File: src/inc/card_window_defines.svh
// register offsets, bit positions and reset values of the socket window block
`ifndef CARD_WINDOW_DEFINES_SVH
`define CARD_WINDOW_DEFINES_SVH
`define CW_OFF_CD_CTL   12'h816
`define CW_OFF_GLOBAL   12'h81E
`define CW_OFF_WIN4_LO  12'h834
`define CW_OFF_WIN4_HI  12'h835
`define CW_OFF_IO0_LO   12'h836
`define CW_OFF_IO0_HI   12'h837
`define CW_OFF_IO1_LO   12'h838
`define CW_OFF_IO1_HI   12'h839
`define CW_OFF_PAGE     12'h840
`define CW_WP_BIT       7
`define CW_ATTR_BIT     6
`define CW_OFS_MSB      5
`define CW_VS2_BIT      7
`define CW_VS1_BIT      6
`define CW_SWCD_BIT     5
`define CW_RESUME_BIT   4
`define CW_RMRST_BIT    1
`define CW_GL_LVB_BIT   4
`define CW_GL_LVA_BIT   3
`define CW_GL_WB_BIT    2
`define CW_GL_CSCLV_BIT 1
`define CW_GL_PD_BIT    0
`define CW_GL_MASK      8'h1F
`define CW_RST_BYTE     8'h00
`define CW_PAGE_MSB     31
`define CW_PAGE_LSB     24
`define CW_CARD_MSB     25
`define CW_ZERO_LOW     12'h000
`endif

File: src/inc/card_window_pkg.sv
// shared types of the socket window block
package card_window_pkg;
    typedef logic [7:0]  reg_byte_t;
    typedef logic [11:0] reg_addr_t;
    typedef logic [25:0] card_addr_t;
    typedef logic [31:0] host_addr_t;
endpackage : card_window_pkg

File: src/hdl/card_window_socket_control_regs.sv
// two-socket window offset, card detect, global control and page decode block
`timescale 1ns/100ps
`default_nettype none
`include "card_window_defines.svh"
module card_window_socket_control_regs (
    input  wire logic                       I_CLK,
    input  wire logic                       I_RST,
    input  wire logic                       I_CE,
    input  wire logic                       I_REG_SOCK,
    input  wire card_window_pkg::reg_addr_t I_REG_ADDR,
    input  wire logic                       I_REG_WR,
    input  wire logic                       I_REG_RD,
    input  wire card_window_pkg::reg_byte_t I_REG_WDATA,
    output card_window_pkg::reg_byte_t      O_REG_RDATA,
    output logic                            O_REG_ACK,
    input  wire logic [1:0]                 I_VOLTAGE_SENSE_ONE,
    input  wire logic [1:0]                 I_VOLTAGE_SENSE_TWO,
    input  wire logic [1:0]                 I_CARD_PRESENT_A_N,
    input  wire logic [1:0]                 I_CARD_PRESENT_B_N,
    input  wire logic [1:0]                 I_CD_ENABLE,
    input  wire logic [1:0]                 I_CSC_CLEAR,
    output logic      [1:0]                 O_SW_CD_EVENT,
    output logic      [1:0]                 O_RING_WAKE_OUT_N,
    output logic                            O_INT_LEVEL_B,
    output logic                            O_INT_LEVEL_A,
    output logic                            O_CSC_WRITEBACK_CLEAR,
    output logic                            O_CSC_INT_LEVEL,
    output logic                            O_LOW_POWER_SELECT,
    input  wire logic                       I_MEM_REQ,
    input  wire logic                       I_MEM_SOCK,
    input  wire logic                       I_MEM_WRITE,
    input  wire card_window_pkg::host_addr_t I_MEM_ADDR,
    output logic                            O_MEM_HIT,
    output logic                            O_MEM_ATTR,
    output logic                            O_MEM_WR_BLOCKED,
    output card_window_pkg::card_addr_t     O_MEM_CARD_ADDR,
    input  wire logic                       I_CARD_CYCLE,
    output logic                            O_CARD_OE_N,
    input  wire logic                       I_DMA_REQ,
    input  wire logic [1:0]                 I_FUNC_IRQ,
    output logic                            O_DMA_REQ,
    output logic      [1:0]                 O_FUNC_IRQ
);
    localparam int NSOCK = 2;

    card_window_pkg::reg_byte_t global_r, global_nxt;
    card_window_pkg::reg_byte_t page_r, page_nxt;
    card_window_pkg::reg_byte_t rdata_r, rdata_nxt;
    logic                       ack_r, ack_nxt;
    card_window_pkg::reg_byte_t sock_rdata [NSOCK];
    card_window_pkg::reg_byte_t sock_win_hi [NSOCK];
    card_window_pkg::reg_byte_t sock_win_lo [NSOCK];
    logic       [NSOCK-1:0]     vs_one_s, vs_two_s, pres_a_s, pres_b_s;
    logic                       dma_s;
    logic       [NSOCK-1:0]     irq_s;

    logic                       hit_r, hit_nxt;
    logic                       attr_r, attr_nxt;
    logic                       wrblk_r, wrblk_nxt;
    card_window_pkg::card_addr_t caddr_r, caddr_nxt;
    logic                       oe_n_r, oe_n_nxt;
    logic                       dma_r, dma_nxt;
    logic       [NSOCK-1:0]     irq_r, irq_nxt;
    card_window_pkg::reg_byte_t win_hi, win_lo;
    logic                       page_match;

    function automatic logic shared_reg(input card_window_pkg::reg_addr_t a);
        return (a == `CW_OFF_GLOBAL) || (a == `CW_OFF_PAGE);
    endfunction : shared_reg

    function automatic card_window_pkg::card_addr_t card_addr(
        input card_window_pkg::host_addr_t host,
        input card_window_pkg::reg_byte_t hi,
        input card_window_pkg::reg_byte_t lo);
        logic [26:0] sum;
        sum = {1'b0, host[`CW_CARD_MSB:0]} + {1'b0, hi[`CW_OFS_MSB:0], lo, `CW_ZERO_LOW};
        return sum[`CW_CARD_MSB:0];
    endfunction : card_addr

    // pin inputs from the socket cross into the clock domain here
    // empty-socket pins rest high, so the synchronised copies start high and no false detect edge follows reset
    cw_sync2 #(.WIDTH(4 * NSOCK), .RST_VAL('1)) u_sync_socket (
        .i_clk   (I_CLK),
        .i_rst   (I_RST),
        .i_ce    (I_CE),
        .i_async ({I_VOLTAGE_SENSE_ONE, I_VOLTAGE_SENSE_TWO, I_CARD_PRESENT_A_N, I_CARD_PRESENT_B_N}),
        .o_sync  ({vs_one_s, vs_two_s, pres_a_s, pres_b_s})
    );

    cw_sync2 #(.WIDTH(NSOCK + 1)) u_sync_req (
        .i_clk   (I_CLK),
        .i_rst   (I_RST),
        .i_ce    (I_CE),
        .i_async ({I_DMA_REQ, I_FUNC_IRQ}),
        .o_sync  ({dma_s, irq_s})
    );

    for (genvar k = 0; k < NSOCK; k++) begin : g_sock
        cw_socket_regs u_regs (
            .i_clk         (I_CLK),
            .i_rst         (I_RST),
            .i_ce          (I_CE),
            .i_sel         (I_REG_SOCK == k[0]),
            .i_wr          (I_REG_WR),
            .i_addr        (I_REG_ADDR),
            .i_wdata       (I_REG_WDATA),
            .i_vs_one      (vs_one_s[k]),
            .i_vs_two      (vs_two_s[k]),
            .i_present_a_n (pres_a_s[k]),
            .i_present_b_n (pres_b_s[k]),
            .i_cd_enable   (I_CD_ENABLE[k]),
            .i_csc_clear   (I_CSC_CLEAR[k]),
            .o_rdata       (sock_rdata[k]),
            .o_win_hi      (sock_win_hi[k]),
            .o_win_lo      (sock_win_lo[k]),
            .o_sw_cd_event (O_SW_CD_EVENT[k]),
            .o_ring_wake_n (O_RING_WAKE_OUT_N[k])
        );
    end

    // shared registers and read path; either socket view reaches the same global
    always_comb begin
        global_nxt = global_r;
        page_nxt   = page_r;
        rdata_nxt  = rdata_r;
        ack_nxt    = 1'b0;
        if (I_REG_WR && I_REG_ADDR == `CW_OFF_GLOBAL) begin
            global_nxt = I_REG_WDATA & `CW_GL_MASK;
        end
        if (I_REG_WR && I_REG_ADDR == `CW_OFF_PAGE) begin
            page_nxt = I_REG_WDATA;
        end
        if (I_REG_RD) begin
            if (I_REG_ADDR == `CW_OFF_GLOBAL) begin
                rdata_nxt = global_r;
            end else if (shared_reg(I_REG_ADDR)) begin
                rdata_nxt = page_r;
            end else begin
                rdata_nxt = sock_rdata[I_REG_SOCK];
            end
        end
        ack_nxt = I_REG_RD || I_REG_WR;
        if (!I_CE) begin
            global_nxt = global_r;
            page_nxt   = page_r;
            rdata_nxt  = rdata_r;
            ack_nxt    = ack_r;
        end
    end

    always_ff @(posedge I_CLK) begin
        if (I_RST) begin
            global_r <= `CW_RST_BYTE;
            page_r   <= `CW_RST_BYTE;
            rdata_r  <= `CW_RST_BYTE;
            ack_r    <= 1'b0;
        end else begin
            global_r <= global_nxt;
            page_r   <= page_nxt;
            rdata_r  <= rdata_nxt;
            ack_r    <= ack_nxt;
        end
    end

    // memory window translation for socket-side cycles
    always_comb begin
        win_hi     = sock_win_hi[I_MEM_SOCK];
        win_lo     = sock_win_lo[I_MEM_SOCK];
        page_match = (I_MEM_ADDR[`CW_PAGE_MSB:`CW_PAGE_LSB] == page_r);
        hit_nxt    = I_MEM_REQ && page_match;
        attr_nxt   = win_hi[`CW_ATTR_BIT];
        wrblk_nxt  = I_MEM_REQ && page_match && I_MEM_WRITE && win_hi[`CW_WP_BIT];
        caddr_nxt  = card_addr(I_MEM_ADDR, win_hi, win_lo);
        // outputs float in power-down unless a card cycle runs
        oe_n_nxt   = global_r[`CW_GL_PD_BIT] && !I_CARD_CYCLE;
        // requests pass regardless of power-down
        dma_nxt    = dma_s;
        irq_nxt    = irq_s;
        if (!I_CE) begin
            hit_nxt   = hit_r;
            attr_nxt  = attr_r;
            wrblk_nxt = wrblk_r;
            caddr_nxt = caddr_r;
            oe_n_nxt  = oe_n_r;
            dma_nxt   = dma_r;
            irq_nxt   = irq_r;
        end
    end

    always_ff @(posedge I_CLK) begin
        if (I_RST) begin
            hit_r   <= 1'b0;
            attr_r  <= 1'b0;
            wrblk_r <= 1'b0;
            caddr_r <= '0;
            oe_n_r  <= 1'b0;
            dma_r   <= 1'b0;
            irq_r   <= '0;
        end else begin
            hit_r   <= hit_nxt;
            attr_r  <= attr_nxt;
            wrblk_r <= wrblk_nxt;
            caddr_r <= caddr_nxt;
            oe_n_r  <= oe_n_nxt;
            dma_r   <= dma_nxt;
            irq_r   <= irq_nxt;
        end
    end

    assign O_REG_RDATA           = rdata_r;
    assign O_REG_ACK             = ack_r;
    assign O_INT_LEVEL_B         = global_r[`CW_GL_LVB_BIT];
    assign O_INT_LEVEL_A         = global_r[`CW_GL_LVA_BIT];
    assign O_CSC_WRITEBACK_CLEAR = global_r[`CW_GL_WB_BIT];
    assign O_CSC_INT_LEVEL       = global_r[`CW_GL_CSCLV_BIT];
    assign O_LOW_POWER_SELECT    = global_r[`CW_GL_PD_BIT];
    assign O_MEM_HIT             = hit_r;
    assign O_MEM_ATTR            = attr_r;
    assign O_MEM_WR_BLOCKED      = wrblk_r;
    assign O_MEM_CARD_ADDR       = caddr_r;
    assign O_CARD_OE_N           = oe_n_r;
    assign O_DMA_REQ             = dma_r;
    assign O_FUNC_IRQ            = irq_r;

    a_page_decode: assert property (@(posedge I_CLK) disable iff (I_RST)
        I_CE && I_MEM_REQ |=> O_MEM_HIT == ($past(I_MEM_ADDR[`CW_PAGE_MSB:`CW_PAGE_LSB]) == $past(page_r)))
        else $error("page decode mismatch");
    a_low_region: assert property (@(posedge I_CLK) disable iff (I_RST)
        I_CE && I_MEM_REQ && page_r == `CW_RST_BYTE && I_MEM_ADDR[`CW_PAGE_MSB:`CW_PAGE_LSB] != `CW_RST_BYTE
        |=> !O_MEM_HIT)
        else $error("window decoded above lowest region");
    a_wp_block: assert property (@(posedge I_CLK) disable iff (I_RST)
        I_CE && I_MEM_REQ && I_MEM_WRITE && page_match |=> O_MEM_WR_BLOCKED == $past(win_hi[`CW_WP_BIT]))
        else $error("write protect not applied");
    a_wp_read_ok: assert property (@(posedge I_CLK) disable iff (I_RST)
        I_CE && !I_MEM_WRITE |=> !O_MEM_WR_BLOCKED)
        else $error("read blocked by write protect");
    a_attr_select: assert property (@(posedge I_CLK) disable iff (I_RST)
        I_CE |=> O_MEM_ATTR == $past(win_hi[`CW_ATTR_BIT]))
        else $error("attribute select wrong");
    a_card_top: assert property (@(posedge I_CLK) disable iff (I_RST)
        I_CE && I_MEM_ADDR[`CW_CARD_MSB:0] == '0
        |=> O_MEM_CARD_ADDR == {$past(win_hi[`CW_OFS_MSB:0]), $past(win_lo), `CW_ZERO_LOW})
        else $error("offset bits not on card address");
    a_powerdown_oe: assert property (@(posedge I_CLK) disable iff (I_RST)
        I_CE && O_LOW_POWER_SELECT && !I_CARD_CYCLE ##1 I_CE && I_CARD_CYCLE |-> O_CARD_OE_N ##1 !O_CARD_OE_N)
        else $error("card outputs not floated in power-down");
    a_drive_normal: assert property (@(posedge I_CLK) disable iff (I_RST)
        I_CE && !O_LOW_POWER_SELECT |=> !O_CARD_OE_N)
        else $error("card outputs floated outside power-down");
    a_dma_pass: assert property (@(posedge I_CLK) disable iff (I_RST)
        I_CE [*3] ##0 O_LOW_POWER_SELECT |=> O_DMA_REQ == $past(dma_s))
        else $error("dma request lost in power-down");
    a_global_shared: assert property (@(posedge I_CLK) disable iff (I_RST)
        I_CE && I_REG_WR && I_REG_ADDR == `CW_OFF_GLOBAL
        |=> global_r == ($past(I_REG_WDATA) & `CW_GL_MASK) && global_r[7:5] == 3'h0)
        else $error("global control not shared or reserved bits set");
    a_read_ack: assert property (@(posedge I_CLK) disable iff (I_RST)
        I_CE && I_REG_RD && I_REG_ADDR == `CW_OFF_CD_CTL |=> O_REG_ACK && O_REG_RDATA[`CW_SWCD_BIT] == 1'b0
        && O_REG_RDATA[3:2] == 2'h0 && O_REG_RDATA[0] == 1'b0)
        else $error("card detect control read wrong");
    a_mode_out: assert property (@(posedge I_CLK) disable iff (I_RST)
        I_CE && I_REG_WR && I_REG_ADDR == `CW_OFF_GLOBAL
        |=> {O_INT_LEVEL_B, O_INT_LEVEL_A, O_CSC_WRITEBACK_CLEAR, O_CSC_INT_LEVEL, O_LOW_POWER_SELECT}
            == $past(I_REG_WDATA[`CW_GL_LVB_BIT:`CW_GL_PD_BIT]))
        else $error("global mode outputs wrong");
    a_page_write: assert property (@(posedge I_CLK) disable iff (I_RST)
        I_CE && I_REG_WR && I_REG_ADDR == `CW_OFF_PAGE |=> page_r == $past(I_REG_WDATA))
        else $error("page register not written");
    a_page_read: assert property (@(posedge I_CLK) disable iff (I_RST)
        I_CE && I_REG_RD && I_REG_ADDR == `CW_OFF_PAGE |=> O_REG_RDATA == $past(page_r))
        else $error("page register read wrong");
    a_irq_pass: assert property (@(posedge I_CLK) disable iff (I_RST)
        I_CE [*3] ##0 O_LOW_POWER_SELECT |=> O_FUNC_IRQ == $past(irq_s))
        else $error("functional interrupt lost in power-down");
    a_miss_no_block: assert property (@(posedge I_CLK) disable iff (I_RST)
        I_CE && !(I_MEM_REQ && page_match) |=> !O_MEM_WR_BLOCKED)
        else $error("write blocked outside a window hit");
endmodule : card_window_socket_control_regs
`default_nettype wire

File: src/hdl/cw_socket_regs.sv
// per-socket card detect control, window offsets and ring wake output
`timescale 1ns/100ps
`default_nettype none
`include "card_window_defines.svh"
module cw_socket_regs (
    input  wire logic                      i_clk,
    input  wire logic                      i_rst,
    input  wire logic                      i_ce,
    input  wire logic                      i_sel,
    input  wire logic                      i_wr,
    input  wire card_window_pkg::reg_addr_t i_addr,
    input  wire card_window_pkg::reg_byte_t i_wdata,
    input  wire logic                      i_vs_one,
    input  wire logic                      i_vs_two,
    input  wire logic                      i_present_a_n,
    input  wire logic                      i_present_b_n,
    input  wire logic                      i_cd_enable,
    input  wire logic                      i_csc_clear,
    output card_window_pkg::reg_byte_t     o_rdata,
    output card_window_pkg::reg_byte_t     o_win_hi,
    output card_window_pkg::reg_byte_t     o_win_lo,
    output logic                           o_sw_cd_event,
    output logic                           o_ring_wake_n
);
    card_window_pkg::reg_byte_t regs_r [6];
    card_window_pkg::reg_byte_t regs_nxt [6];
    logic       resume_r, resume_nxt, rmrst_r, rmrst_nxt;
    logic       swcd_r, swcd_nxt, ring_n_r, ring_n_nxt;
    logic [1:0] det_r, det_nxt;
    logic       removal, change;

    // index order: window lo, window hi, io0 lo, io0 hi, io1 lo, io1 hi
    always_comb begin
        regs_nxt   = regs_r;
        resume_nxt = resume_r;
        rmrst_nxt  = rmrst_r;
        swcd_nxt   = 1'b0;
        det_nxt    = {i_present_b_n, i_present_a_n};
        change     = (det_nxt != det_r);
        removal    = (det_r == 2'b00) && (det_nxt != 2'b00);
        ring_n_nxt = ring_n_r;
        if (i_sel && i_wr) begin
            case (i_addr)
                `CW_OFF_WIN4_LO: regs_nxt[0] = i_wdata;
                `CW_OFF_WIN4_HI: regs_nxt[1] = i_wdata;
                `CW_OFF_IO0_LO:  regs_nxt[2] = i_wdata;
                `CW_OFF_IO0_HI:  regs_nxt[3] = i_wdata;
                `CW_OFF_IO1_LO:  regs_nxt[4] = i_wdata;
                `CW_OFF_IO1_HI:  regs_nxt[5] = i_wdata;
                `CW_OFF_CD_CTL: begin
                    resume_nxt = i_wdata[`CW_RESUME_BIT];
                    rmrst_nxt  = i_wdata[`CW_RMRST_BIT];
                    swcd_nxt   = i_wdata[`CW_SWCD_BIT] && i_cd_enable;
                end
                default: ;
            endcase
        end
        if (rmrst_r && removal) begin
            regs_nxt   = '{default: `CW_RST_BYTE};
            resume_nxt = 1'b0;
            rmrst_nxt  = 1'b0;
        end
        // a new detect change wins over the clear in the same cycle
        if (i_csc_clear) ring_n_nxt = 1'b1;
        if (resume_r && change) ring_n_nxt = 1'b0;
        if (!i_ce) begin
            regs_nxt   = regs_r;
            resume_nxt = resume_r;
            rmrst_nxt  = rmrst_r;
            swcd_nxt   = swcd_r;
            det_nxt    = det_r;
            ring_n_nxt = ring_n_r;
        end
    end

    always_ff @(posedge i_clk) begin
        if (i_rst) begin
            regs_r   <= '{default: `CW_RST_BYTE};
            resume_r <= 1'b0;
            rmrst_r  <= 1'b0;
            swcd_r   <= 1'b0;
            det_r    <= 2'b11;
            ring_n_r <= 1'b1;
        end else begin
            regs_r   <= regs_nxt;
            resume_r <= resume_nxt;
            rmrst_r  <= rmrst_nxt;
            swcd_r   <= swcd_nxt;
            det_r    <= det_nxt;
            ring_n_r <= ring_n_nxt;
        end
    end

    always_comb begin
        o_rdata = `CW_RST_BYTE;
        case (i_addr)
            `CW_OFF_WIN4_LO: o_rdata = regs_r[0];
            `CW_OFF_WIN4_HI: o_rdata = regs_r[1];
            `CW_OFF_IO0_LO:  o_rdata = regs_r[2];
            `CW_OFF_IO0_HI:  o_rdata = regs_r[3];
            `CW_OFF_IO1_LO:  o_rdata = regs_r[4];
            `CW_OFF_IO1_HI:  o_rdata = regs_r[5];
            `CW_OFF_CD_CTL: begin
                // write-only and reserved bits stay zero
                o_rdata[`CW_VS2_BIT]    = i_vs_two;
                o_rdata[`CW_VS1_BIT]    = i_vs_one;
                o_rdata[`CW_RESUME_BIT] = resume_r;
                o_rdata[`CW_RMRST_BIT]  = rmrst_r;
            end
            default: ;
        endcase
    end

    assign o_win_lo      = regs_r[0];
    assign o_win_hi      = regs_r[1];
    assign o_sw_cd_event = swcd_r;
    assign o_ring_wake_n = ring_n_r;

    a_swcd_gated: assert property (@(posedge i_clk) disable iff (i_rst)
        i_ce && i_sel && i_wr && i_addr == `CW_OFF_CD_CTL |=> o_sw_cd_event == $past(i_wdata[`CW_SWCD_BIT] && i_cd_enable))
        else $error("software card detect event wrong");
    a_ring_hold: assert property (@(posedge i_clk) disable iff (i_rst)
        !o_ring_wake_n && !i_csc_clear |=> !o_ring_wake_n)
        else $error("ring wake released without clear");
    a_ring_fall: assert property (@(posedge i_clk) disable iff (i_rst)
        i_ce && resume_r && change |=> !o_ring_wake_n)
        else $error("ring wake did not fall on detect change");
endmodule : cw_socket_regs
`default_nettype wire

File: src/hdl/cw_sync2.sv
// two flip-flop synchroniser for pin inputs
`timescale 1ns/100ps
`default_nettype none
module cw_sync2 #(
    parameter int               WIDTH   = 1,
    parameter logic [WIDTH-1:0] RST_VAL = '0
) (
    input  wire logic             i_clk,
    input  wire logic             i_rst,
    input  wire logic             i_ce,
    input  wire logic [WIDTH-1:0] i_async,
    output logic      [WIDTH-1:0] o_sync
);
    logic [WIDTH-1:0] meta_r;
    logic [WIDTH-1:0] meta_nxt;
    logic [WIDTH-1:0] sync_r;
    logic [WIDTH-1:0] sync_nxt;

    always_comb begin
        meta_nxt = i_ce ? i_async : meta_r;
        sync_nxt = i_ce ? meta_r : sync_r;
    end

    always_ff @(posedge i_clk) begin
        if (i_rst) begin
            meta_r <= RST_VAL;
            sync_r <= RST_VAL;
        end else begin
            meta_r <= meta_nxt;
            sync_r <= sync_nxt;
        end
    end

    assign o_sync = sync_r;
endmodule : cw_sync2
`default_nettype wire

File: config.mk
export PLATFORM = sky130hd
export DESIGN_NAME = card_window_socket_control_regs
export DESIGN_NICKNAME = d
export VERILOG_FILES = /design/src/inc/card_window_pkg.sv /design/src/hdl/card_window_socket_control_regs.sv /design/src/hdl/cw_socket_regs.sv /design/src/hdl/cw_sync2.sv
export VERILOG_INCLUDE_DIRS = /design/src /design/src/inc
export SDC_FILE = /design/constraint.sdc
export NUM_CORES = 1
export LEC_CHECK = 0
export CORE_ASPECT_RATIO = 0.5
export CORE_MARGIN = 1.5
export CORE_UTILIZATION = 35
export CTS_CLUSTER_SIZE = 12
export DETAILED_ROUTE_END_ITERATION = 8
export DONT_BUFFER_PORTS = 1
export PLACE_DENSITY_LB_ADDON = 0.15
export SLEW_MARGIN = 40
export SYNTH_ARGS = -nofsm -noshare
export SYNTH_HDL_FRONTEND = slang
export SYNTH_SLANG_ARGS = --single-unit
export TNS_END_PERCENT = 5
File: constraint.sdc
create_clock -name I_CLK -period 5.1 [get_ports I_CLK]
set_input_delay 1.275 -clock I_CLK [delete_from_list [all_inputs] [get_ports I_CLK]]
set_output_delay 1.275 -clock I_CLK [all_outputs]
set_load 0.005 [all_outputs]
# [Yosys cells after proc, flatten, opt, wreduce, memory -nomap -nowiden]
# Index checks and enable logic that the tools add are counted.
[op_classes] n_bitwise=3 n_mux=51 reduce_logical=60 add_sub_neg=1 magnitude_cmp=2 eq_ne=12
[ops] cell="$mux 48" count=4
[ops] cell="$mux 8" count=17
[ops] cell="$eq 12x12->1 const B" count=9
[ops] cell="$reduce_and 3->1" count=14
[ops] cell="$reduce_bool 2->1" count=20
[ops] cell="$pmux 1 s7" count=4
[ops] cell="$pmux 2 s7" count=2
[ops] cell="$add 26x26->26" count=1
[ops] cell="$pmux 1 s6" count=4
[ops] cell="$pmux 2 s6" count=2
[ops] cell="$mux 1" count=18
[ops] cell="$logic_and 1x1->1" count=16
[ops] cell="$reduce_and 2->1" count=5
[ops] cell="$eq 8x8->1" count=1
[ops] cell="$ge 2x2->1 const B" count=2
[ops] cell="$logic_not 2->1" count=2
[ops] cell="$ne 2x2->1" count=2
[ops] cell="$not 1->2" count=2
[ops] cell="$logic_or 1x1->1" count=2
[ops] cell="$logic_not 1->1" count=1
[ops] cell="$not 1->1" count=1
[word_totals] inputBits=77 output_inout_bits=51 reg_bits=185 wordCells=166

# [Logic depth before layout (Yosys ltp)]
# Gate-level depths: netlist of run 1.
[depth] ltp_word=7 mapped_depth=11

# [Hierarchy]
# From an unflattened synthesis of run 1, not the netlist that was laid out.
[unflattened] hier_cells=986 area_unflattened_um2=9340.2
[by_module_without_submodules] module="card_window_socket_control_regs" cells_each=374 area_each_um2=3226.8 n_inst=1 seq_area_each_um2=1101.1
[by_module_without_submodules] module="cw_socket_regs at g_sock[1].u_regs" cells_each=278 area_each_um2=2696.3 n_inst=1 seq_area_each_um2=1081.0
[by_module_without_submodules] module="cw_socket_regs at g_sock[0].u_regs" cells_each=262 area_each_um2=2602.5 n_inst=1 seq_area_each_um2=1081.0
[by_module_without_submodules] module="cw_sync2 at u_sync_socket" cells_each=53 area_each_um2=600.6 n_inst=1 seq_area_each_um2=320.3
[by_module_without_submodules] module="cw_sync2 at u_sync_req" cells_each=19 area_each_um2=214.0 n_inst=1 seq_area_each_um2=120.1

# [Least setup slack after synthesis of run 1]
# No wires, ideal clock.
[synth_path] path_kind="in2reg" from="in I_MEM_SOCK" to="reg caddr_r[22] (netlist: O_MEM_CARD_ADDR[22])" t_arrival_ps=3996 required_ps=5042 slack_ps=1046 n_path_buf=2 setup_ps=58 stages=11 cell_sequence="clkbuf_1 buf_1 mux2_2 ha_1 fa_1 a211oi_1 o21ai_0 o21ai_0 a21boi_0 nor4_1 a211o_1"
[synth_via] elab_chain_cells=5
[synth_lines] element="start: declaration" line="card_window_socket_control_regs.sv:30" source="input wire logic I_MEM_SOCK,"
[synth_lines] element="$not 1->2 (not written as such) (*)" line="card_window_socket_control_regs.sv:167, card_window_socket_control_regs.sv:168"
[synth_lines] element="$mux 8, on equally long branches (3 in a row)" line="card_window_socket_control_regs.sv:168, card_window_socket_control_regs.sv:167"
[synth_lines] element="$add 26x26->26 (*)" line="card_window_socket_control_regs.sv:76" source="sum = {1'b0, host[`CW_CARD_MSB:0]} + {1'b0, hi[`CW_OFS_MSB:0], lo, `CW_ZERO_LOW};"
[synth_lines] element="end signal: assignment" line="card_window_socket_control_regs.sv:203" source="caddr_r <= caddr_nxt;"
[synth_lines] element="end: declaration" line="card_window_socket_control_regs.sv:60" source="card_window_pkg::card_addr_t caddr_r, caddr_nxt;"
# Mark *: on every way between the ends. The rest lies on a longest branch, timed or not. The select of a mux whose other input is x is not followed.
# A chain may end at the register's enable or synchronous reset.

# [Final worst setup path of run 1]
# Ends and elaborated chain as after synthesis.

==> results of run 1 <==
-- final timing paths --
check | end | cells past startpoint | slack (ps) | start
hold reg to reg | u_sync_socket.o_sync[4]$_SDFFE_PP1P_ | 2 | 470 | u_sync_socket.meta_r[4]$_SDFFE_PP1P_
setup / recovery | O_MEM_CARD_ADDR[22]$_SDFFE_PP0P_ | 9 | 1850 | I_MEM_SOCK
hold / removal | u_sync_socket.o_sync[4]$_SDFFE_PP1P_ | 2 | 470 | u_sync_socket.meta_r[4]$_SDFFE_PP1P_
setup reg to reg | O_MEM_CARD_ADDR[22]$_SDFFE_PP0P_ | 9 | 2360 | g_sock[1].u_regs.o_win_lo[0]$_SDFFE_PP0P_
-- through the flow --
stage | setup WS, ps | utilization (%) | area [sq um] | std cells | hold WS [ps]
finish | 1850 | 38.6 | 9740 | 1280 | 475
floorplan | 1050 | - | 9000 | 961 | 441
CTS | 1890 | 38.6 | 9740 | 1280 | 479
global placement | 1470 | 36.3 | 9170 | 1245 | 457
global route | 1670 | 38.6 | 9740 | 1280 | 499
detailed placement | 1450 | 36.4 | 9190 | 1248 | 462
-- routing by layer --
metal	vias to the layer above	wire [um]	track usage (%)
met5	-	0	0
met4	0	556	6.80
met3	36	1810	5.22
met2	215	12100	31.5
met1	3482	13700	29.9
li1	3355	-	-
-- cell usage in the layout, fill, tap and decap left out, types with 5 or more instances in the layout --
cell       instances
dfxtp_1          185
mux2i_1          172
nor2_1           168
nand2_1           57
a21oi_1           38
o21ai_0           28
clkbuf_16         17
mux2_2            15
and2_0            13
a211oi_1          13
xnor2_1           13
ha_1              13
a22oi_1           11
nor3_1            11
and3_1            10
o22ai_1            8
and2_1             8
nand3_1            7
o21ai_2            7
o211ai_1           6
nor2b_1            6
a32oi_1            5
o21ai_4            5
xor2_1             5
-- report_power, final --
part | switching [uW] | internal [uW] | total [uW]
Clock | 598 | 678 | 1280
Sequential | 21.0 | 1470 | 1490
Combinational | 80.2 | 60.3 | 141
-- final cells by class --
cell class,instances,area [sq um]
clock inverter,9,63.8
tap,344,430
sequential,185,3700
fill,2541,15500
timing repair buffer,6,37.5
multi-input combinational,709,5000
inverter,4,15.0
clock buffer,23,488
-- logic make-up (layout without fill, tap and decap cells) --
group           after synthesis  count (layout)
fa+ha+maj                    14              14
buf+inv                      67              42
mux                         188             188
xor+xnor                     18              18
simple gates                318             318
flops                       185             185
compound gates              171             171
-- registers in the layout, indices dropped and copies added, names as in the netlist, 2 cells and up --
name / cells
O_FUNC_IRQ: 2
O_MEM_CARD_ADDR: 26
O_REG_RDATA: 8
g_sock.u_regs.det_r: 4
g_sock.u_regs.o_ring_wake_n: 2
g_sock.u_regs.o_sw_cd_event: 2
g_sock.u_regs.o_win_hi: 16
g_sock.u_regs.o_win_lo: 16
g_sock.u_regs.regs_r: 64
g_sock.u_regs.resume_r: 2
g_sock.u_regs.rmrst_r: 2
global_r: 5
page_r: 8
u_sync_req.meta_r: 3
u_sync_req.o_sync: 3
u_sync_socket.meta_r: 8
u_sync_socket.o_sync: 8
-- worst register-to-register path, delay by kind of cell, from the launching register on --
family / cells / cell delay (ps)
AOI/OAI and AO/OA: 5 / 1070
adders and majority gates: 2 / 690
DFF: 1 / 360
muxes: 1 / 290
and+or+nand+nor: 1 / 270
==> results_dict.tcl, run 1 <==
set metrics [dict create \
    status "finished clean" \
    synthFlopType "dfxtp_1" \
    fp-row-count 41 \
    synth-async-reset-ratio_pct 0 \
    synth_mux_area_share_pct 21.3 \
    fp.coreArea_sq_um 25200 \
    path_cells "mux2_2, ha_1, fa_1, a211oi_1, o21ai_0, o21ai_0, a21boi_0, nor4_1, a211o_1" \
    synth_cell_type_count 77 \
    cts_setup_buffers 0 \
    grt-ovfl-total 0 \
    drt_iter0_drc 614 \
    numCtsBuffers 17 \
    antenna_found_initial 0 \
    cts.path.max_buffers 2 \
    synth_area_leader_cell "dfxtp_1" \
    crit_family "compound AO/OA/AOI/OAI gates" \
    cp_common_cell "o21ai_0" \
    synth_top_family_by_area "multiplexers" \
    cp_slowest_stage_delay_ps 460 \
    endpoint_kind "register" \
    fmax_mhz 307 \
    globalplace.congestion 0.881 \
    crit_type "in -> reg" \
    p_total_uw 2910 \
    routed_via_density 5.54 \
    vias 7088 \
    period_needed_ps 3250 \
    die-area_sq_um 26700 \
    grt_pass1_vias 6638 \
    io_pins 128 \
    synth_compound_area_share_pct 13.8 \
    clock-skew-final_ps 10.8 \
    crit_required_ps 5480 \
    critPathArrivalTime_ps 3630 \
    min_path_type "reg -> reg" \
    io_buffers 0 \
    fin_nets 1014 \
    fin_crit_sh_pct 63.8 \
    grt_pass1_wl_mm 41.8 \
    h-tree-depth 4 \
    critPathBufInv 0 \
    cts_root_buf "clkbuf_16" \
    power.density_nw_per_um2 298 \
    grt_start_max_net_pins 163 \
    synth_most_common_cell "dfxtp_1" \
    drv_slew 0 \
    area_growth_pct 8.22 \
    cp-start-kind "input pin" \
    routed_wl_mm 28.1 \
    setup_tns_ps 0 \
    n_antenna_cell 0 \
    cts_resized 0 \
    start_util_pct 35.7 \
    yosysSeqAreaShare_pct 41.2 \
    maxCapViolations 0 \
    track_usage_pct 21.1 \
    drive_gt1_share_pct 8.97 \
    worstSkewPairLatency_ps 440 \
    antenna_left 0 \
    die_w_um 230 \
    synthTopCellsByCount "185 x dfxtp_1, 172 x mux2i_1, 168 x nor2_1, 57 x nand2_1, 38 x a21oi_1" \
    first_pass_iters 5 \
    synth_edf_count 0 \
    rsz0062_at_grt "no" \
    maxSlewHeadroom_pct 46.4 \
    crit_fanout 16 \
    clk_pin_slew_worst_paths_ps 70 \
    dp_hpwl_mm 20.3 \
    syn_nets 1052 \
    die_h_um 116 \
    syn_avg_cell_area_sq_um 9.36 \
    netlist_instances 961 \
    yosys_warnings 0 \
    syn_area_sq_um 9000 \
    cts.sinks 185 \
    hold_violations 0 \
    drc 0 \
    synth_area_leaders "dfxtp_1 41%, mux2i_1 19%, nor2_1 7.0%, nand2_1 2.4%, a21oi_1 2.1%" \
    setup_viol 0 \
    p_leak_uw 0.00436 \
    synthAdderAreaFrac_pct 2.03 \
    worst_slew_pin_slew_ps 784 \
    ir_worst_vdd_mv 0.190 \
    cts_hold_buf 0 \
    cts_tree "yes" \
    synth_xor_area_share_pct 1.75 \
    yosys.area_share.simple_pct 16.7 \
    ys_seq_elements 185 \
    cpMaxStageDelayCell "fa_1" \
    synth_top_area_share_pct 41.2 \
    wl_per_cell_um 22.0 \
]
Note: power is estimated with default switching activity, not from simulation.
==> inputs of run 2 (changes only) <==
clock period = 2.87 ns   (was 5.1 ns; I/O delays follow)
==> results_dict.tcl, run 2 (synthesis results as in run 1) <==
set metrics [dict create \
    ir_worst_vdd_mv 0.500 \
    critPathArrivalTime_ps 2700 \
    p_int_uw 4030 \
    io_buffers 0 \
    dp_cells 1255 \
    maxSlewHeadroom_pct 51.3 \
    worst_slew_pin_slew_ps 731 \
    grt_start_max_net_pins 163 \
    clock-skew-final_ps 8.57 \
    crit_type "reg -> reg" \
    netSwitchingPower_uw 1260 \
    fp.coreArea_sq_um 25200 \
    p_clk_share_pct 45.2 \
    hold_violations 0 \
    fillerInstances 2524 \
    drv_slew 0 \
    grt-ovfl-total 0 \
    worst_slack_ps 547 \
    antenna_left 0 \
    vias 7027 \
    cts_root_buf "clkbuf_16" \
    hp-start "I_RST" \
    globalplace.congestion 0.885 \
    status "finished clean" \
    p_seq_share_pct 50.1 \
    die_w_um 230 \
    track_usage_pct 21.0 \
    final_cells 1287 \
    grt_pass1_wl_mm 41.4 \
    endpoint_kind "register" \
    r2r_start "g_sock[1].u_regs.o_win_lo[0]$_SDFFE_PP0P_" \
    rr_worst_depth 9 \
    reg2reg_slack_ps 550 \
    fmax_mhz 430 \
    cts_resized 0 \
    comb_power_share_pct 4.8 \
    numCtsBuffers 17 \
    largest_register_ffs 64 \
    period_needed_ps 2320 \
    io_pins 128 \
    fin_crit_sh_pct 80.9 \
    min_path_type "in -> reg" \
    h-tree-depth 4 \
    layout_commonest_cell "dfxtp_1" \
    cts.path.max_buffers 2 \
    setup_tns_ps 0 \
    crit_start "g_sock[1].u_regs.o_win_lo[0]$_SDFFE_PP0P_" \
    clk_pin_slew_worst_paths_ps 70 \
    power.density_nw_per_um2 537 \
    fin_nets 1021 \
    p_sw_share_pct 23.7 \
    cts.sinks 185 \
    maxCapViolations 0 \
    crit_fanout 3 \
    dp_hpwl_mm 20.3 \
    die-area_sq_um 26700 \
    die_h_um 116 \
    p_leak_uw 0.00440 \
    start_util_pct 35.7 \
    cp-start-kind "register" \
    setup_viol 0 \
    drc 0 \
    n_antenna_cell 0 \
    wl_per_cell_um 21.7 \
    layout_common_cells "185 x dfxtp_1, 172 x mux2i_1, 168 x nor2_1" \
    fp-row-count 41 \
    grt_pass1_vias 6514 \
    rsz0062_at_grt "no" \
    cts_hold_buf 0 \
    cts_setup_buffers 0 \
    antenna_found_initial 0 \
    routed_wl_mm 28.0 \
    routed_via_density 5.46 \
    crit_required_ps 3250 \
    worstSkewPairLatency_ps 450 \
    largest_register "g_sock.u_regs.regs_r" \
    hold_depth 1 \
    area_growth_pct 9.36 \
    fin_util_pct 39.0 \
    cts_tree "yes" \
    pre_cts_ws_ps 166 \
    drt_iter0_drc 575 \
    drive_gt1_share_pct 9.97 \
    first_pass_iters 5 \
]
-- run 2: cell count changes in the layout (fill, tap and decap cells not counted), sizes merged --
cell / delta
clkinv: +1
bufinv: +2
clkbuf: -4
buf: +7
clkinvlp: +1
-- run 2: path summary, 6_finish.rpt --
check                                                             to
worst max register to register      O_MEM_CARD_ADDR[24]$_SDFFE_PP0P_
worst min register to register  u_sync_socket.meta_r[1]$_SDFFE_PP1P_
worst max-delay path                O_MEM_CARD_ADDR[24]$_SDFFE_PP0P_
worst min-delay path                O_MEM_CARD_ADDR[15]$_SDFFE_PP0P_
-- run 2: worst max-delay path: stages, from the launching register on --
cell	delay (ps)
dfxtp_1	380
mux2_2	300
ha_2	200
fa_2	420
a211oi_2	230
o21ai_1	130
o21ai_1	180
a31oi_1	120
mux2i_1	130
nor3_1	150
-- run 2: layout make-up --
type | instances | area, sq um | area share, %
multi-input cells | 709 | 5010 | 50.9
clock buffers | 19 | 443 | 4.50
well taps | 344 | 430 | 4.37
flip-flops and latches | 185 | 3700 | 37.6
clock inverters | 13 | 144 | 1.46
inverters | 4 | 15.0 | 0.153
repair buffers | 13 | 97.6 | 0.992
-- run 2: power groups by stage --
stage	registers [uW]	clock network, uW	logic [uW]
2_1_floorplan	2690	0	263
3_3_place_gp	2710	0	248
3_5_place_dp	2710	0	250
4_1_cts	2650	2440	250
5_1_grt	2650	2550	275
6_report	2650	2390	252
-- run 2: metrics by stage --
step	total power (uW)	hold slack [ps]	instance area [sq um]
4_1_cts	5340	316	9840
6_report	5290	350	9840
5_1_grt	5480	328	9840
2_1_floorplan	2950	441	9020
3_5_place_dp	2960	462	9250
3_3_place_gp	2950	456	9250
-- run 2: routing by layer --
metal  track usage [%]  share of wire (%)
met5                 0                  0
met4              8.10                2.4
met1              29.6                 49
met2              31.0                 42
met3              5.13                6.1
==> inputs of run 3 (changes only) <==
clock period = 2 ns   (was 2.87 ns; I/O delays follow)
==> results_dict.tcl, run 3 (synthesis results as in run 1) <==
set metrics [dict create \
    drv_slew 0 \
    first_pass_iters 5 \
    fin_nets 1126 \
    maxCapViolations 0 \
    endpoint_kind "register" \
    n_antenna_cell 0 \
    design_area_sq_um 10800 \
    start_util_pct 35.7 \
    status "finished with violations" \
    r2r_start "g_sock[0].u_regs.o_win_lo[0]$_SDFFE_PP0P_" \
    violations "negative setup slack" \
    drt_iter0_drc 567 \
    fp-row-count 41 \
    power.density_nw_per_um2 711 \
    fin_util_pct 43.0 \
    fp.coreArea_sq_um 25200 \
    multi_input_area_sq_um 5060 \
    fillerInstances 2518 \
    critPathBufInv 0 \
    clk_pin_slew_worst_paths_ps 70 \
    numCtsBuffers 17 \
    fmax_mhz 446 \
    rsz0062_at_grt "yes" \
    die_h_um 116 \
    grt_pass1_wl_mm 44.8 \
    worstSkewPairLatency_ps 440 \
    cts_setup_buffers 0 \
    setup_tns_ps -947 \
    track_usage_pct 22.6 \
    largest_register "g_sock.u_regs.regs_r" \
    period_needed_ps 2240 \
    antenna_found_initial 0 \
    io_pins 128 \
    drc 0 \
    largest_register_ffs 64 \
    layout_common_cells "185 x dfxtp_1, 172 x mux2i_1, 167 x nor2_1" \
    vias 7540 \
    wl_per_cell_um 21.6 \
    cp-start-kind "register" \
    crit_required_ps 2330 \
    cpMaxStageDelayCell "fa_2" \
    placed_cell_area_sq_um 10200 \
    drive_gt1_share_pct 19.6 \
    cts.sinks 185 \
    path_cells "mux2_4, ha_4, fa_2, a211oi_2, o21ai_1, o21ai_1, a21boi_1, a211o_1" \
    grt-ovfl-total 0 \
    cp_slowest_stage_delay_ps 420 \
    dp_hpwl_mm 22.2 \
    die_w_um 230 \
    min_path_type "in -> reg" \
    regArea_sq_um 3700 \
    crit_type "reg -> reg" \
    layout_commonest_cell "dfxtp_1" \
    maxSlewHeadroom_pct 62.6 \
    setup_viol 8 \
    grt_pass1_vias 7223 \
    p_leak_uw 0.00501 \
    crit_start "g_sock[0].u_regs.o_win_lo[0]$_SDFFE_PP0P_" \
    cts_hold_buf 0 \
    hold_violations 0 \
    grt_start_max_net_pins 163 \
    critPathArrivalTime_ps 2570 \
    pre_cts_ws_ps -472 \
    die-area_sq_um 26700 \
    io_buffers 0 \
    crit_fanout 3 \
    globalplace.congestion 0.863 \
    crit_family "compound AO/OA/AOI/OAI gates" \
    h-tree-depth 4 \
    clock-skew-final_ps 12.4 \
    cts_tree "yes" \
    cts.path.max_buffers 2 \
    fin_crit_sh_pct 112 \
    routed_via_density 5.42 \
    ir_worst_vdd_mv 0.521 \
    cts_root_buf "clkbuf_16" \
    worst_slack_ps -240 \
    whs_ps 135 \
    worst_slew_pin_slew_ps 561 \
    area_growth_pct 20.5 \
    cp_common_cell "o21ai_1" \
    antenna_left 0 \
    routed_wl_mm 30.0 \
    hp-start "I_RST" \
]
## run 3: cell type report
class / count / area share (%)
clock buffer: 23 / 4.50
multi-input combinational: 709 / 46.6
tap: 344 / 3.97
timing repair buffer: 118 / 9.55
clock inverter: 9 / 1.05
inverter: 4 / 0.138
sequential: 185 / 34.1
## run 3: worst paths after layout
kind / endpoint / slack (ps) / cells after the start
max: O_MEM_CARD_ADDR[22]$_SDFFE_PP0P_ / -240 / 8
min: O_MEM_CARD_ADDR[1]$_SDFFE_PP0P_ / 140 / 1
max reg2reg: O_MEM_CARD_ADDR[22]$_SDFFE_PP0P_ / -240 / 8
min reg2reg: u_sync_socket.o_sync[1]$_SDFFE_PP1P_ / 470 / 2
## run 3: layer usage
| layer | vias to the layer above | routed length, um | global-route usage [%] |
|---|---|---|---|
| met1 | 3711 | 15100 | 32.7 |
| met5 | - | 0 | 0 |
| met3 | 18 | 1830 | 5.25 |
| met4 | 0 | 411 | 6.10 |
| li1 | 3575 | - | - |
| met2 | 236 | 12600 | 33.7 |
## run 3: per-stage QoR
stage,total power (uW),std cells
finish,7710,1392
global route,7980,1392
CTS,7770,1392
detailed placement,4300,1360
global placement,4290,1360
floorplan,4240,961
## run 3: power by group
group          internal, uW  total (uW)  switching, uW
Combinational           204         427            223
Sequential             3750        3800           50.8
Clock                  1980        3490           1500
Total                  5930        7710           1780
## run 3: timing repair
item | in CTS | in global routing
setup endpoints to repair | 10 | 10
gates cloned | 0 | 0
pin swaps | 2 | 1
resized for setup | 4 | 5
